File: src/dmsc_pkg.sv
// shared constants and types of the dual-mode serial control port
package dmsc_pkg;

  // control bank geometry
  localparam int NUM_REGS = 9;
  localparam int REG_W = 8;
  localparam int BANK_W = NUM_REGS * REG_W;

  // register indices as seen over the two-wire bus
  localparam logic [3:0] IDX_FIRST = 4'h1;
  localparam logic [3:0] IDX_LAST = 4'h9;

  // bank values after reset, leftmost entry is register 9, rightmost register 1
  localparam logic [8:0][7:0] BANK_RESET = {
    8'h80, 8'h92, 8'h80, 8'h80, 8'h80, 8'h80, 8'h40, 8'h80, 8'h80
  };

  // field positions inside register 9 (array entry 8)
  localparam int CFG_REG = 8;
  localparam int MON_OFF_BIT = 7;
  localparam int SEQ_LEN_BIT = 1;
  localparam int ZERO_BIT = 0;

  // three-wire frame length in clock pulses
  localparam logic [6:0] TW_BITS = 7'h48;
  localparam logic [6:0] TW_CNT_RESET = 7'h00;

  // two-wire bit counting
  localparam logic [3:0] LAST_BIT = 4'h7;
  localparam logic [3:0] BYTE_BITS = 4'h8;
  localparam logic [3:0] BIT_CNT_RESET = 4'h0;

  // target address when no strap is fitted
  localparam logic [6:0] ADDR_DEFAULT = 7'h20;

  // synchroniser reset values: {mode, sel_n, tclk, tdin, scl, sda, addr[6:0]}
  localparam int SYNC_W = 13;
  localparam logic [12:0] SYNC_RESET = {1'h0, 1'h1, 1'h0, 1'h0, 1'h1, 1'h1, ADDR_DEFAULT};

  // two-wire target states
  typedef enum logic [7:0] {
    I2C_IDLE   = 8'h01,
    I2C_ADDR   = 8'h02,
    I2C_ACK    = 8'h04,
    I2C_INDEX  = 8'h08,
    I2C_WDATA  = 8'h10,
    I2C_READ   = 8'h20,
    I2C_RACK   = 8'h40,
    I2C_IGNORE = 8'h80
  } dmsc_i2c_state_t;

endpackage

File: src/dmsc_pin_sync.sv
// three-stage pin synchroniser with agreement filter
`timescale 1ns/1ps
`default_nettype none
module dmsc_pin_sync #(
  parameter int WIDTH = 1,
  parameter logic [WIDTH-1:0] RESET_VAL = '0
) (
  // clock and reset
  input wire logic core_clk,
  input wire logic rst_n,
  // pins in, filtered levels out
  input wire logic [WIDTH-1:0] pin_raw,
  output logic [WIDTH-1:0] pin_clean
);

  typedef struct packed {
    logic [WIDTH-1:0] s1;
    logic [WIDTH-1:0] s2;
    logic [WIDTH-1:0] s3;
    logic [WIDTH-1:0] clean;
  } dmsc_sync_t;

  dmsc_sync_t q, d;

  always_comb begin
    d = q;
    d.s1 = pin_raw;
    d.s2 = q.s1;
    d.s3 = q.s2;
    // a bit moves only once stages two and three agree
    d.clean = (q.s2 & q.s3) | (q.clean & (q.s2 ^ q.s3));
  end

  always_ff @(posedge core_clk or negedge rst_n) begin
    if (!rst_n) begin
      q <= {RESET_VAL, RESET_VAL, RESET_VAL, RESET_VAL};
    end else begin
      q <= d;
    end
  end

  assign pin_clean = q.clean;

endmodule
`default_nettype wire

File: src/dmsc_top.sv
// dual-mode serial control port: three-wire shift port or two-wire target
// Behaviour
// - sample three-wire data on rising clock edges
// - three-wire bank updates on select rising edge
// - readback pin driven only while select low
// - mode pin low three-wire, high two-wire
// - target address from seven strap pins
// - unstrapped address reads as bit five set
// - bytes MSB first, sampled high, then acknowledge
// - foreign address ignored, target stays idle
// - write direction: acknowledge address and bytes
// - low four bits of first byte index
// - write data committed when transfer ends
// - extra write bytes overwrite same register
// - bad index acknowledged, write dropped
// - read: write index, restart, address read
// - target drives read data, controller clocks
// - controller NACK releases data line
// - controller ACK advances index, next byte
// - unlimited bytes per transfer
// - nine byte registers, numbered one to nine
// - bank loads defaults at reset
// - register nine fields, bit zero fixed zero
`timescale 1ns/1ps
`default_nettype none
module dmsc_top (
  // clock and reset
  input wire logic core_clk,
  input wire logic rst_n,
  // static configuration pins
  input wire logic interface_mode_select,
  input wire logic [6:0] i2c_addr_pin,
  // three-wire port
  input wire logic three_wire_clock_in,
  input wire logic three_wire_select_n,
  input wire logic three_wire_serial_in,
  output logic three_wire_serial_out,
  output logic three_wire_serial_out_oe,
  // two-wire port, sda open drain
  input wire logic scl_i,
  input wire logic sda_i,
  output logic sda_o,
  output logic sda_oe,
  // control bank towards the chip
  output logic [8:0][7:0] ctrl_bank,
  output logic monitor_off,
  output logic sequence_length_select
);

  // synchronised pins
  logic [12:0] pins_clean;
  logic s_mode;
  logic s_sel_n;
  logic s_tclk;
  logic s_tdin;
  logic s_scl;
  logic s_sda;
  logic [6:0] s_addr;

  // one shared pipe keeps scl and sda aligned to each other, which START and STOP
  // detection depends on; the price is a few core clocks of latency on every pin
  dmsc_pin_sync #(
    .WIDTH(dmsc_pkg::SYNC_W),
    .RESET_VAL(dmsc_pkg::SYNC_RESET)
  ) u_pin_sync (
    .core_clk(core_clk),
    .rst_n(rst_n),
    .pin_raw({interface_mode_select, three_wire_select_n, three_wire_clock_in,
              three_wire_serial_in, scl_i, sda_i, i2c_addr_pin}),
    .pin_clean(pins_clean)
  );

  // the strap default lives in the synchroniser reset value
  assign {s_mode, s_sel_n, s_tclk, s_tdin, s_scl, s_sda, s_addr} = pins_clean;

  typedef struct packed {
    logic [8:0][7:0] bank;
    logic [71:0] tw_shift;
    logic [71:0] tw_out;
    logic [6:0] tw_cnt;
    logic tw_oe;
    logic tclk_prev;
    logic sel_n_prev;
    logic scl_prev;
    logic sda_prev;
    dmsc_pkg::dmsc_i2c_state_t state;
    dmsc_pkg::dmsc_i2c_state_t ack_next;
    logic [3:0] bitcnt;
    logic [7:0] sh;
    logic [3:0] idx;
    logic [7:0] pend;
    logic pend_v;
    logic ack_drv;
    logic mack;
    logic sda_oe;
  } dmsc_state_t;

  dmsc_state_t q, d;

  // the frame carries register 1 first while the bank keeps register 9 leftmost,
  // so both directions of the shift path swap byte lanes here
  logic [8:0][7:0] shift_as_bank;
  logic [71:0] bank_as_frame;

  for (genvar g = 0; g < dmsc_pkg::NUM_REGS; g++) begin : g_lane
    assign shift_as_bank[g] = q.tw_shift[71-8*g -: 8];
    assign bank_as_frame[71-8*g -: 8] = q.bank[g];
  end

  // index in range means registers one to nine
  function automatic logic idx_ok(input logic [3:0] idx);
    idx_ok = (idx >= dmsc_pkg::IDX_FIRST) && (idx <= dmsc_pkg::IDX_LAST);
  endfunction

  // out-of-range reads return zero rather than an undefined lane
  function automatic logic [7:0] rd_byte(input logic [8:0][7:0] bank, input logic [3:0] idx);
    logic [3:0] pos;
    pos = idx - dmsc_pkg::IDX_FIRST;
    rd_byte = 8'h00;
    if (idx_ok(idx)) begin
      rd_byte = bank[pos];
    end
  endfunction

  logic tclk_rise;
  logic tclk_fall;
  logic sel_rise;
  logic sel_fall;
  logic scl_rise;
  logic scl_fall;
  logic i2c_start;
  logic i2c_stop;
  logic [7:0] rx_byte;
  logic [3:0] wr_pos;
  logic [7:0] next_rd;

  always_comb begin
    tclk_rise = s_tclk & ~q.tclk_prev;
    tclk_fall = ~s_tclk & q.tclk_prev;
    sel_rise = s_sel_n & ~q.sel_n_prev;
    sel_fall = ~s_sel_n & q.sel_n_prev;
    scl_rise = s_scl & ~q.scl_prev;
    scl_fall = ~s_scl & q.scl_prev;
    i2c_start = q.scl_prev & s_scl & q.sda_prev & ~s_sda;
    i2c_stop = q.scl_prev & s_scl & ~q.sda_prev & s_sda;
    rx_byte = {q.sh[6:0], s_sda};
    wr_pos = q.idx - dmsc_pkg::IDX_FIRST;
    next_rd = rd_byte(q.bank, q.idx);
  end

  always_comb begin
    d = q;
    d.tclk_prev = s_tclk;
    d.sel_n_prev = s_sel_n;
    d.scl_prev = s_scl;
    d.sda_prev = s_sda;

    // three-wire side
    // the enable follows the synchronised select, a few core clocks behind the pin
    d.tw_oe = ~s_sel_n & ~s_mode;
    if (!s_mode) begin
      if (sel_fall) begin
        // readback snapshot taken as the frame opens; register 1 goes out first
        d.tw_out = bank_as_frame;
        d.tw_cnt = dmsc_pkg::TW_CNT_RESET;
      end else if (!s_sel_n) begin
        // edges come from the synchronised pin, so each host phase must span several clocks
        if (tclk_rise) begin
          d.tw_shift = {q.tw_shift[70:0], s_tdin};
          if (q.tw_cnt != dmsc_pkg::TW_BITS) begin
            d.tw_cnt = q.tw_cnt + 7'h01;
          end
        end
        if (tclk_fall) begin
          d.tw_out = {q.tw_out[70:0], 1'h0};
        end
      end
      // a short frame is dropped so a glitch on select cannot scramble the bank
      if (sel_rise && (q.tw_cnt == dmsc_pkg::TW_BITS)) begin
        d.bank = shift_as_bank;
      end
    end

    // two-wire side
    if (!s_mode) begin
      d.state = dmsc_pkg::I2C_IDLE;
      d.sda_oe = 1'h0;
      d.ack_drv = 1'h0;
      d.mack = 1'h0;
      d.pend_v = 1'h0;
    end else if (i2c_start || i2c_stop) begin
      // repeated START and STOP both end the transfer and commit pending data
      if (q.pend_v && idx_ok(q.idx)) begin
        d.bank[wr_pos] = q.pend;
      end
      d.pend_v = 1'h0;
      d.sda_oe = 1'h0;
      d.ack_drv = 1'h0;
      d.mack = 1'h0;
      d.bitcnt = dmsc_pkg::BIT_CNT_RESET;
      d.state = i2c_start ? dmsc_pkg::I2C_ADDR : dmsc_pkg::I2C_IDLE;
    end else begin
      unique case (q.state)
        dmsc_pkg::I2C_IDLE, dmsc_pkg::I2C_IGNORE: begin
          d.sda_oe = 1'h0;
        end

        // receive side: the bit count closes a byte on its eighth rise
        dmsc_pkg::I2C_ADDR, dmsc_pkg::I2C_INDEX, dmsc_pkg::I2C_WDATA: begin
          if (scl_rise) begin
            d.sh = rx_byte;
            d.bitcnt = q.bitcnt + 4'h1;
            if (q.bitcnt == dmsc_pkg::LAST_BIT) begin
              d.bitcnt = dmsc_pkg::BIT_CNT_RESET;
              d.state = dmsc_pkg::I2C_ACK;
              if (q.state == dmsc_pkg::I2C_ADDR) begin
                if (rx_byte[7:1] != s_addr) begin
                  d.state = dmsc_pkg::I2C_IGNORE;
                end else if (rx_byte[0]) begin
                  d.ack_next = dmsc_pkg::I2C_READ;
                end else begin
                  d.ack_next = dmsc_pkg::I2C_INDEX;
                end
              end else if (q.state == dmsc_pkg::I2C_INDEX) begin
                d.idx = rx_byte[3:0];
                d.ack_next = dmsc_pkg::I2C_WDATA;
              end else begin
                // every further byte replaces the pending data, index stays
                d.pend = rx_byte;
                d.pend_v = 1'h1;
                d.ack_next = dmsc_pkg::I2C_WDATA;
              end
            end
          end
        end

        // first fall pulls the line low, the second fall lets it go, or after a read address drives bit 7 of the first read byte
        dmsc_pkg::I2C_ACK: begin
          if (scl_fall) begin
            if (!q.ack_drv) begin
              // pull low across the ninth pulse, whatever the index
              d.ack_drv = 1'h1;
              d.sda_oe = 1'h1;
            end else begin
              d.ack_drv = 1'h0;
              d.sda_oe = 1'h0;
              d.bitcnt = dmsc_pkg::BIT_CNT_RESET;
              d.state = q.ack_next;
              if (q.ack_next == dmsc_pkg::I2C_READ) begin
                d.sh = next_rd;
                d.sda_oe = ~next_rd[7];
              end
            end
          end
        end

        // pulses counted on rises; the fall after the eighth frees the line for the answer
        dmsc_pkg::I2C_READ: begin
          if (scl_rise) begin
            d.bitcnt = q.bitcnt + 4'h1;
          end
          if (scl_fall && (q.bitcnt != dmsc_pkg::BIT_CNT_RESET)) begin
            if (q.bitcnt == dmsc_pkg::BYTE_BITS) begin
              d.sda_oe = 1'h0;
              d.state = dmsc_pkg::I2C_RACK;
            end else begin
              d.sh = {q.sh[6:0], 1'h0};
              d.sda_oe = ~q.sh[6];
            end
          end
        end

        // ninth pulse: the controller's answer chooses next byte or silence
        dmsc_pkg::I2C_RACK: begin
          if (scl_rise) begin
            if (!s_sda) begin
              d.mack = 1'h1;
              d.idx = q.idx + 4'h1;
            end else begin
              // line already released; wait in I2C_IGNORE for STOP
              d.state = dmsc_pkg::I2C_IGNORE;
            end
          end
          if (scl_fall && q.mack) begin
            d.mack = 1'h0;
            d.bitcnt = dmsc_pkg::BIT_CNT_RESET;
            d.sh = next_rd;
            d.sda_oe = ~next_rd[7];
            d.state = dmsc_pkg::I2C_READ;
          end
        end

        // a corrupted state code falls back to idle rather than holding the bus
        default: begin
          d.state = dmsc_pkg::I2C_IDLE;
          d.sda_oe = 1'h0;
        end
      endcase
    end

    // forced after both ports so neither path can ever set the fixed bit
    d.bank[dmsc_pkg::CFG_REG][dmsc_pkg::ZERO_BIT] = 1'h0;
  end

  always_ff @(posedge core_clk or negedge rst_n) begin
    if (!rst_n) begin
      // power-up defaults, no host command needed
      q.bank <= dmsc_pkg::BANK_RESET;
      q.tw_shift <= '0;
      q.tw_out <= '0;
      q.tw_cnt <= dmsc_pkg::TW_CNT_RESET;
      q.tw_oe <= 1'h0;
      q.tclk_prev <= 1'h0;
      q.sel_n_prev <= 1'h1;
      q.scl_prev <= 1'h1;
      q.sda_prev <= 1'h1;
      q.state <= dmsc_pkg::I2C_IDLE;
      q.ack_next <= dmsc_pkg::I2C_IDLE;
      q.bitcnt <= dmsc_pkg::BIT_CNT_RESET;
      q.sh <= 8'h00;
      q.idx <= 4'h0;
      q.pend <= 8'h00;
      q.pend_v <= 1'h0;
      q.ack_drv <= 1'h0;
      q.mack <= 1'h0;
      q.sda_oe <= 1'h0;
    end else begin
      q <= d;
    end
  end

  // outputs are flop bits; sda is open drain so its data is always low
  assign three_wire_serial_out = q.tw_out[71];
  assign three_wire_serial_out_oe = q.tw_oe;
  assign sda_o = 1'h0;
  assign sda_oe = q.sda_oe;
  assign ctrl_bank = q.bank;
  assign monitor_off = q.bank[dmsc_pkg::CFG_REG][dmsc_pkg::MON_OFF_BIT];
  assign sequence_length_select = q.bank[dmsc_pkg::CFG_REG][dmsc_pkg::SEQ_LEN_BIT];

endmodule
`default_nettype wire
File: config.mk
export PLATFORM = sky130hd
export DESIGN_NAME = dmsc_top
export DESIGN_NICKNAME = d
export VERILOG_FILES = /design/src/dmsc_pkg.sv /design/src/dmsc_pin_sync.sv /design/src/dmsc_top.sv
export SDC_FILE = /design/constraint.sdc
export NUM_CORES = 1
export LEC_CHECK = 0
export BUFFER_PORTS_ARGS = -buffer_cell sky130_fd_sc_hd__buf_2
export CAP_MARGIN = 20
export CORE_MARGIN = 3
export CORE_UTILIZATION = 35
export DETAILED_ROUTE_END_ITERATION = 7
export PLACE_DENSITY = 0.59
export SETUP_SLACK_MARGIN = 0.1
export SLEW_MARGIN = 25
export SYNTH_ARGS = -nofsm -noshare
export SYNTH_HDL_FRONTEND = slang
export SYNTH_SLANG_ARGS = --single-unit
File: constraint.sdc
create_clock -name core_clk -period 3.1 [get_ports core_clk]
set_clock_uncertainty 0.15 [all_clocks]
set_input_delay 0.155 -clock core_clk [delete_from_list [all_inputs] [get_ports core_clk]]
set_output_delay 0.155 -clock core_clk [all_outputs]
set_load 0.05 [all_outputs]
# == Word-level counts from Yosys, hierarchy flattened ==
# Index checks and enable logic that the tools add are counted.
# totals
reg_bits,322
out_inout_bits,78
input_bits,15
# classes
eq_ne,54
bitwise,31
muxes,68
addsub,4
n_reduce_logical,29
magnitude_cmp,4
# ops
cell,count
2-to-1 mux 72 bit,7
2-to-1 mux 223 bit,1
2-to-1 mux 8 bit,19
2-to-1 mux 151 bit,1
2-to-1 mux 79 bit,1
bitwise mux 72 bit,1
case mux 12 bit (4 select lines),1
inequality test 3 bit (second input constant),15
2-to-1 mux 41 bit,1
case mux 8 bit (5 select lines),1
2-to-1 mux 12 bit,3
inequality test 4 bit (second input constant),9
binary-select mux 8 bit (select 4 bit),1
demux 8 bit (select 4 bit),1
2-to-1 mux 4 bit,7
inequality test 2 bit (second input constant),14
bitwise AND 13 bit,2
2-to-1 mux 13 bit,2
2-to-1 mux 20 bit,1
AND reduction 9 bit,2
equality test 8 x 6 -> 1 bit (second input constant),2
inverter 1 bit,15
2-to-1 mux 7 bit,2
AND reduction 7 bit,2
41 further kinds,79

# == Longest topological paths before layout ==
# Gate-level depths: netlist (run 1).
# depth
depth_word,11
mapped_depth,12

# == Hierarchy ==
# A second synthesis (run 1) with hierarchy kept.
# hier_totals
hier_cells,1343
area_unflattened_um2,15399.8
# by_module_without_submodules
mod,cells_per_inst,area_per_inst_um2,n_inst
dmsc_top,1252,13720.7,1
dmsc_pin_sync,91,1679.1,1

# == Least setup slack after synthesis (run 1) ==
# OpenSTA, ideal clock, no wires.
# synth_path
kind,register to register
startpoint,register q[12] in the netlist's numbering
endpoint,register q[21] in the netlist's numbering
stages_incl_launch_ff,13
synth_period_minus_slack_ns,3.148
slack_ns,-0.048
required_time_ns,2.825
setup_ns,0.125
arrival_time_ns,2.873
path_cell_list,dfrtp_1 -> buf_4 -> buf_4 -> inv_1 -> ha_1 -> clkbuf_1 -> buf_1 -> mux4_2 -> inv_1 -> o22ai_1 -> a31oi_1 -> o21ai_0 -> mux2_2
# synth_via
elab_chain_len,8
word_cells_on_any_way,12
# synth_lines
element,line,rtl
"start, declared",dmsc_top.sv:98,"dmsc_state_t q, d;"
subtractor 4 x 1 -> 4 bit,dmsc_top.sv:118,pos = idx - dmsc_pkg::IDX_FIRST;
binary-select mux 8 bit (select 4 bit),dmsc_top.sv:121,rd_byte = bank[pos];
2-to-1 mux 8 bit (implied by the code),dmsc_top.sv:121,
2-to-1 mux 8 bit *,dmsc_top.sv:120,if (idx_ok(idx)) begin
2-to-1 mux 8 bit,dmsc_top.sv:249,if (q.ack_next == dmsc_pkg::I2C_READ) begin
2-to-1 mux 12 bit,dmsc_top.sv:240,if (!q.ack_drv) begin
2-to-1 mux 12 bit,dmsc_top.sv:239,if (scl_fall) begin
case mux 12 bit (4 select lines) *,dmsc_top.sv:203,unique case (q.state)
# Every way passes the cells marked *; elsewhere a longest branch is shown, timed or not. The select of a mux whose other input is x is not followed.
# A chain may end at the register's enable or synchronous reset.

# == Worst setup path in the final report (run 1) ==
# layout_path
startpoint,register q[13] in the netlist's numbering
endpoint,register q[21] in the netlist's numbering
# Same word-level chain as after synthesis.

==> impl_results.md, run 1 <==
- Antenna diodes: 0
- Most used DFF post-synth: dfrtp_1
- Met3 Usage GRT: 0.02571
- Unrepaired setup endpoints after global routing: false
- Clock buffer count from CTS: 37
- Starting DRT DRC Count: 843
- Status: finished clean
- Clock slew at reported path FFs: around 60 ps
- Clock Tree Buf Depth: 3
- Clock root buffer: clkbuf_16
- Final worst path period share: 0.8955
- R2r startpoint: q[13]$_DFFE_PN0P_
- Setup Fix Bufs, Post-CTS: 0
- Setup ws final: 324.1 ps
- Clk pwr share: 0.459
- First-pass GRT wire length: 60.01 mm
- RD Place Congestion: 0.9019
- Adder-cell share of the synthesized area: 0.01963
- Max transition margin: 0.4067
- Syn. warnings: 0
- Vias per inst: between 5 and 6
- Busiest grt layer: met2
- CP Capture Point: q[21]$_DFFE_PN0P_
- Flop pwr share: 0.472
- Post-DP HPWL: approximately 26 mm
- Core ar.: roughly 43000 um2
- GRT met2 Usage: 0.2521
- Clock latency on the worst-skew pair: roughly 510 ps
- Worst path depth: 9
- Top cell by count, worst path: inv_1
- Setup WS pre-CTS: between 300 and 400 ps
- Die Span Y: about 220 um
- Crit end category: flip-flop
- R2R setup slack: between 300 and 400 ps
- Fin Setup TNS: 0 ps
- Synth unique cells: 72
- Worst slew pin tran: ~890 ps
- CP max-delay cell: mux4_2
- Worst R2R End: q[21]$_DFFE_PN0P_
- Average wire per standard cell: just under 20 um
- Buffers on Ports: 90
- Vias: approximately 10000
- Peak VDD IR: 0.3745 mV
- Max Clock Freq: 360.2 MHz
- CP Data Required Time: around 3300 ps
- Largest family of logic cells by synthesized area: multiplexers
- Initial Utilization: 0.3591
- Fraction of layout cells with a size suffix above 1: 0.2443
- CTS tree: done
- Total of max-cap violations: 0
- # rows: 75
- Die width: approximately 220 um
- Commonest cells in the netlist: dfrtp_1, nand2_1, mux2i_1
- Number of synthesized register bits: roughly 320
- WHS: around 130 ps
- Seq/Total Area, Yosys: 0.5211
- Overall routing resource usage: 0.1614
- Cells along the critical path: inv_1, ha_1, buf_4, mux4_2, inv_1, o22ai_1, a31oi_1, o21ai_0, mux2_2
- Grt total ovfl: 0
- Sw Ratio: 0.2357
- Buffers & Inverters on Critical Path: 3
- HP Class: in -> reg
- Critical path launch point type: flip-flop
- Largest net degree at the start of global routing: between 100 and 150
- Kind of critical path: reg -> reg
- Synth Area in XOR/XNOR: 0.008587
- Initial antenna violation count: 0
- Origin of the worst setup path: q[13]$_DFFE_PN0P_
- CTS sink cnt: approximately 320
- H-tree level count: 2
- Compound-Gate Fraction of Synth Area: 0.1076
- TritonRoute pass-1 iters: 5
- CP max FO: 11
- Count leader, synth: dfrtp_1
- Boundary Pins: 93
- DRC viols: 0
- Largest cells by area after synthesis: dfrtp_1, mux2i_1, mux2_2
- Asr flop ratio synth: 1.000
- DP Area: 15910 um2
- Cell Pwr Density: ~540 nW/um2
- Logic pwr share: 0.069
- Mapped Cells: 1331
- Endpoints failing setup: 0
- Fin nets: between 1000 and 1500
- Leak Pwr: 0.008206 uW
- EDFF count, synth: 0
- Post-layout min period: between 2000 and 3000 ps
- Switch Pwr: roughly 2200 uW
- Fin util: 0.4052
- Synthesized area: approximately 15000 um2
- Die area: 46260 um2
- Biggest cell delay along the critical path: 540 ps
- CP top delay family: multiplexers
- Area grow syn2layout: 12.84%
- Vias in the first global route: 10100
- Synth area leader: dfrtp_1
- Max Slew Vio Count: 0
- Detailed-route wire length: around 38 mm
- Number of hold violations in the final report: 0
- Mux contribution to synthesized area: 0.1839
- Power Internal: 7060 uW
- Post-Synth Simple-Gate Area: 0.09298
- Worst path arrival time: 3020 ps
- Yosys top cell area share: 0.4661
- Antenna-violating nets left: 0
- Fin area: about 17000 um2
- Met1 GRT Util: 0.2376
- Worst R2R Path Depth: 9
- Syn Area/Cell: 11.49 um2
## cells in the final DEF, fill, tap and decap left out, types with 9 or more instances in the layout
master,n
a21o_1,13
nand2_1,172
dfstp_2,31
o31ai_1,74
o21ai_0,91
clkbuf_1,11
nor2b_1,9
nor3_1,9
a21oi_1,16
xor2_1,10
dlygate4sd3_1,16
mux2_2,89
nand3_1,15
inv_1,22
dfrtp_1,285
mux2i_1,145
buf_2,89
ha_1,24
a31oi_1,9
nand2b_1,10
nor2_1,24
clkbuf_16,38
mux4_2,16
buf_4,19
buf_12,9
## power groups by stage
stage	clock [uW]	combinational [uW]	sequential (uW)
after global placement	0	620	4430
after detailed placement	0	629	4430
after floorplan	0	415	4400
final	4240	635	4360
after CTS	4360	649	4360
after global routing	4540	706	4370
## logic make-up (layout without fill, tap and decap cells)
group,count (synthesis),in the layout
AOI/OAI and AO/OA,247,247
xor gates and xnor gates,15,15
adders and majority gates,24,24
buffers and inverters,186,221
DFF,317,317
muxes,250,250
other,1,2
and+or+nand+nor,291,291
## metrics by stage
step                instances  total power (uW)
floorplan                1332              4811
global placement         1863              5047
detailed placement       1863              5061
CTS                      1944              9367
global route             1944              9620
finish                   1944              9237
## worst min-delay path by stage
stage	startpoint	end	slack [ps]	cells past startpoint
2_1_floorplan	rst_n	ctrl_bank[0]$_DFF_PN0_	-290	0
3_5_place_dp	rst_n	ctrl_bank[33]$_DFF_PN0_	-60	1
6_report	i2c_addr_pin[3]	u_pin_sync.d[29]$_DFF_PN0_	130	2
4_1_cts	three_wire_serial_in	u_pin_sync.d[35]$_DFF_PN0_	110	2
5_1_grt	three_wire_serial_in	u_pin_sync.d[35]$_DFF_PN0_	120	2
3_3_place_gp	rst_n	ctrl_bank[34]$_DFF_PN0_	-70	1
## sequential cells by signal, indices dropped and copies added (netlist names)
signal	cells
q	191
u_pin_sync.q	13
sda_oe	1
u_pin_sync.d	26
u_pin_sync.pin_clean	13
three_wire_serial_out_oe	1
three_wire_serial_out	1
ctrl_bank	71
## worst register-to-register path: stages, from the launching register on
cell and delay [ps]:
dfrtp_1 510, inv_1 170, ha_1 330, buf_4 220
mux4_2 540, inv_1 80, o22ai_1 100, a31oi_1 190
o21ai_0 110, mux2_2 270
## final cells by class
type	instances	area, um2
tap	577	721.9
multi-input combinational	829	6347
inverter	22	82.58
timing repair buffer	134	943.4
clock buffer	55	1075
fill	4109	25340
clock inverter	10	117.6
sequential	317	7976
## repair_timing
item                                    4_1_cts  5_1_grt
gates resized for setup                       0        4
hold buffers                                 16        0
hold endpoints to repair                    301        0
endpoints found under the setup margin        0       32
## routing by layer
layer  share of wire  up-vias  wire length, um
li1                -     4686                -
met1            0.48     5051            18100
met2            0.45      252            17000
met3           0.049       46             1835
met4           0.017        0              622
met5               0        -                0
Power figures use the tool's default switching activity.
==> inputs of run 2 (changes only) <==
--- a/config.mk
+++ b/config.mk
@@ -10,6 +10,7 @@
 export CORE_MARGIN = 3
 export CORE_UTILIZATION = 35
 export DETAILED_ROUTE_END_ITERATION = 7
+export MAX_ROUTING_LAYER = met4
 export PLACE_DENSITY = 0.59
 export SETUP_SLACK_MARGIN = 0.1
 export SLEW_MARGIN = 25
==> impl_results.md, run 2 (synthesized netlist as in run 1, its figures left out) <==
- CTS tree: done
- Boundary Pins: between 90 and 100
- Crit end category: flip-flop
- Endpoints failing setup: 0
- HP Class: in -> async
- Fraction of layout cells with a size suffix above 1: 0.2500
- Unrepaired setup endpoints after global routing: false
- Detailed-route wire length: between 30 and 40 mm
- Fin util: 0.4074
- Clock buffer count from CTS: 38
- Die Span Y: 215.1 um
- DR WL met2: approximately 17 mm
- M1 wire length: about 18 mm
- First-pass GRT wire length: about 60 mm
- Cell Pwr Density: 550.7 nW/um2
- Post-layout min period: approximately 2800 ps
- Top cell by count, worst path: inv_1
- Max Clock Freq: roughly 360 MHz
- Worst slew pin tran: between 800 and 900 ps
- Top Layer Used: met4
- Worst R2R Path Depth: 9
- TritonRoute pass-1 iters: 5
- CTS sink cnt: roughly 320
- Vias per inst: approximately 5.2
- Status: finished clean
- Starting DRT DRC Count: 805
- RD Place Congestion: 0.9048
- Core ar.: roughly 43000 um2
- Post-DP HPWL: between 20 and 30 mm
- Fin nets: 1382
- Most frequent cells in the layout: dfrtp_1, nand2_1, mux2i_1
- Total of max-cap violations: 0
- Setup ws final: around 300 ps
- Kind of critical path: reg -> reg
- Worst path depth: 9
- Final worst path period share: 0.9012
- CP max FO: 18
- Die area: around 46000 um2
- Biggest cell delay along the critical path: approximately 570 ps
- R2R setup slack: approximately 310 ps
- Leak Pwr: around 0.0083 uW
- Peak VDD IR: between 0.3 and 0.4 mV
- Top reg by flops: q
- Antenna-violating nets left: 0
- Clock root buffer: clkbuf_16
- Clock slew at reported path FFs: approximately 60 ps
- Most common cell after layout, fill and taps aside: dfrtp_1
- Initial Utilization: 0.3591
- CP Data Required Time: 3360 ps
- Initial antenna violation count: 0
- WHS: approximately 100 ps
- Setup Fix Bufs, Post-CTS: 0
- Fin Setup TNS: 0 ps
- CP top delay family: multiplexers
- WL met3: 1.698 mm
- Fin area: ~17000 um2
- Setup WS pre-CTS: 336.8 ps
- Buffers & Inverters on Critical Path: 3
- Largest net degree at the start of global routing: a little under 100
- # rows: 75
- R2r startpoint: q[13]$_DFFE_PN0P_
- Clock Tree Buf Depth: 3
- Worst path arrival time: approximately 3100 ps
- Vias: around 10000
- Overall routing resource usage: 0.1697
- Die width: around 220 um
- Max transition margin: 0.4304
- Buffers on Ports: 90
- Antenna diodes: 0
- H-tree level count: 2
- Max Slew Vio Count: 0
- Cells along the critical path: inv_1, ha_1, buf_4, mux4_2, inv_1, o22ai_1, a31oi_1, o21ai_0, mux2_2
- DRC viols: 0
- Grt total ovfl: 0
- Worst R2R End: q[21]$_DFFE_PN0P_
- Clock latency on the worst-skew pair: between 500 and 600 ps
- DP Area: approximately 16000 um2
- Max reg flops: approximately 190
- Vias in the first global route: 10040
- Area grow syn2layout: 13.45%
- CP max-delay cell: mux4_2
- Number of hold violations in the final report: 0
- Critical path launch point type: flip-flop
- Average wire per standard cell: 19.48 um
-- run 2: cell count changes in the layout (fill, tap and decap cells not counted), moves of 2 or more --
cell	change
dlygate4sd3_1	-2
clkbuf_8	+5
clkinv_2	-2
buf_4	+4
-- run 2: what timing repair did --
action	CTS	global route
endpoints found under the setup margin	0	15
gates resized for setup	0	5
hold buffers	14	0
endpoints found under the hold margin	101	0
-- run 2: final cells by class --
class | instances | area [um2]
clock inverter | 9 | 130.1
clock buffer | 60 | 1165
timing repair buffer | 135 | 933.4
tap | 577 | 721.9
sequential | 317 | 7976
multi-input combinational | 829 | 6349
inverter | 22 | 82.58
fill | 4101 | 25250
-- run 2: stage by stage --
| stage | std cells | total power [uW] |
|---|---|---|
| floorplan | 1332 | 4811 |
| global placement | 1866 | 5050 |
| detailed placement | 1866 | 5066 |
| CTS | 1949 | 9714 |
| global route | 1949 | 9961 |
| finish | 1949 | 9560 |
-- run 2: worst max path at each step --
| stage | slack (ps) | endpoint | from |
|---|---|---|---|
| global placement | 410 | q[21]$_DFFE_PN0P_ | q[13]$_DFFE_PN0P_ |
| CTS | 320 | ctrl_bank[26]$_DFF_PN0_ | q[13]$_DFFE_PN0P_ |
| floorplan | 230 | q[21]$_DFFE_PN0P_ | q[12]$_DFFE_PN0P_ |
| detailed placement | 340 | ctrl_bank[26]$_DFF_PN0_ | q[13]$_DFFE_PN0P_ |
| finish | 310 | q[21]$_DFFE_PN0P_ | q[13]$_DFFE_PN0P_ |
| global route | 100 | ctrl_bank[26]$_DFF_PN0_ | q[13]$_DFFE_PN0P_ |
-- run 2: per-layer routing --
layer	track usage	vias up
li1	-	4686
met1	0.2421	5158
met2	0.2496	239
met3	0.02684	63
met4	0.05199	0
met5	-	-
-- run 2: power by group --
group	switching, uW	leakage, uW	internal, uW
Clock	1730	0.000635	2830
Sequential	101	0.00423	4260
Combinational	407	0.00340	226
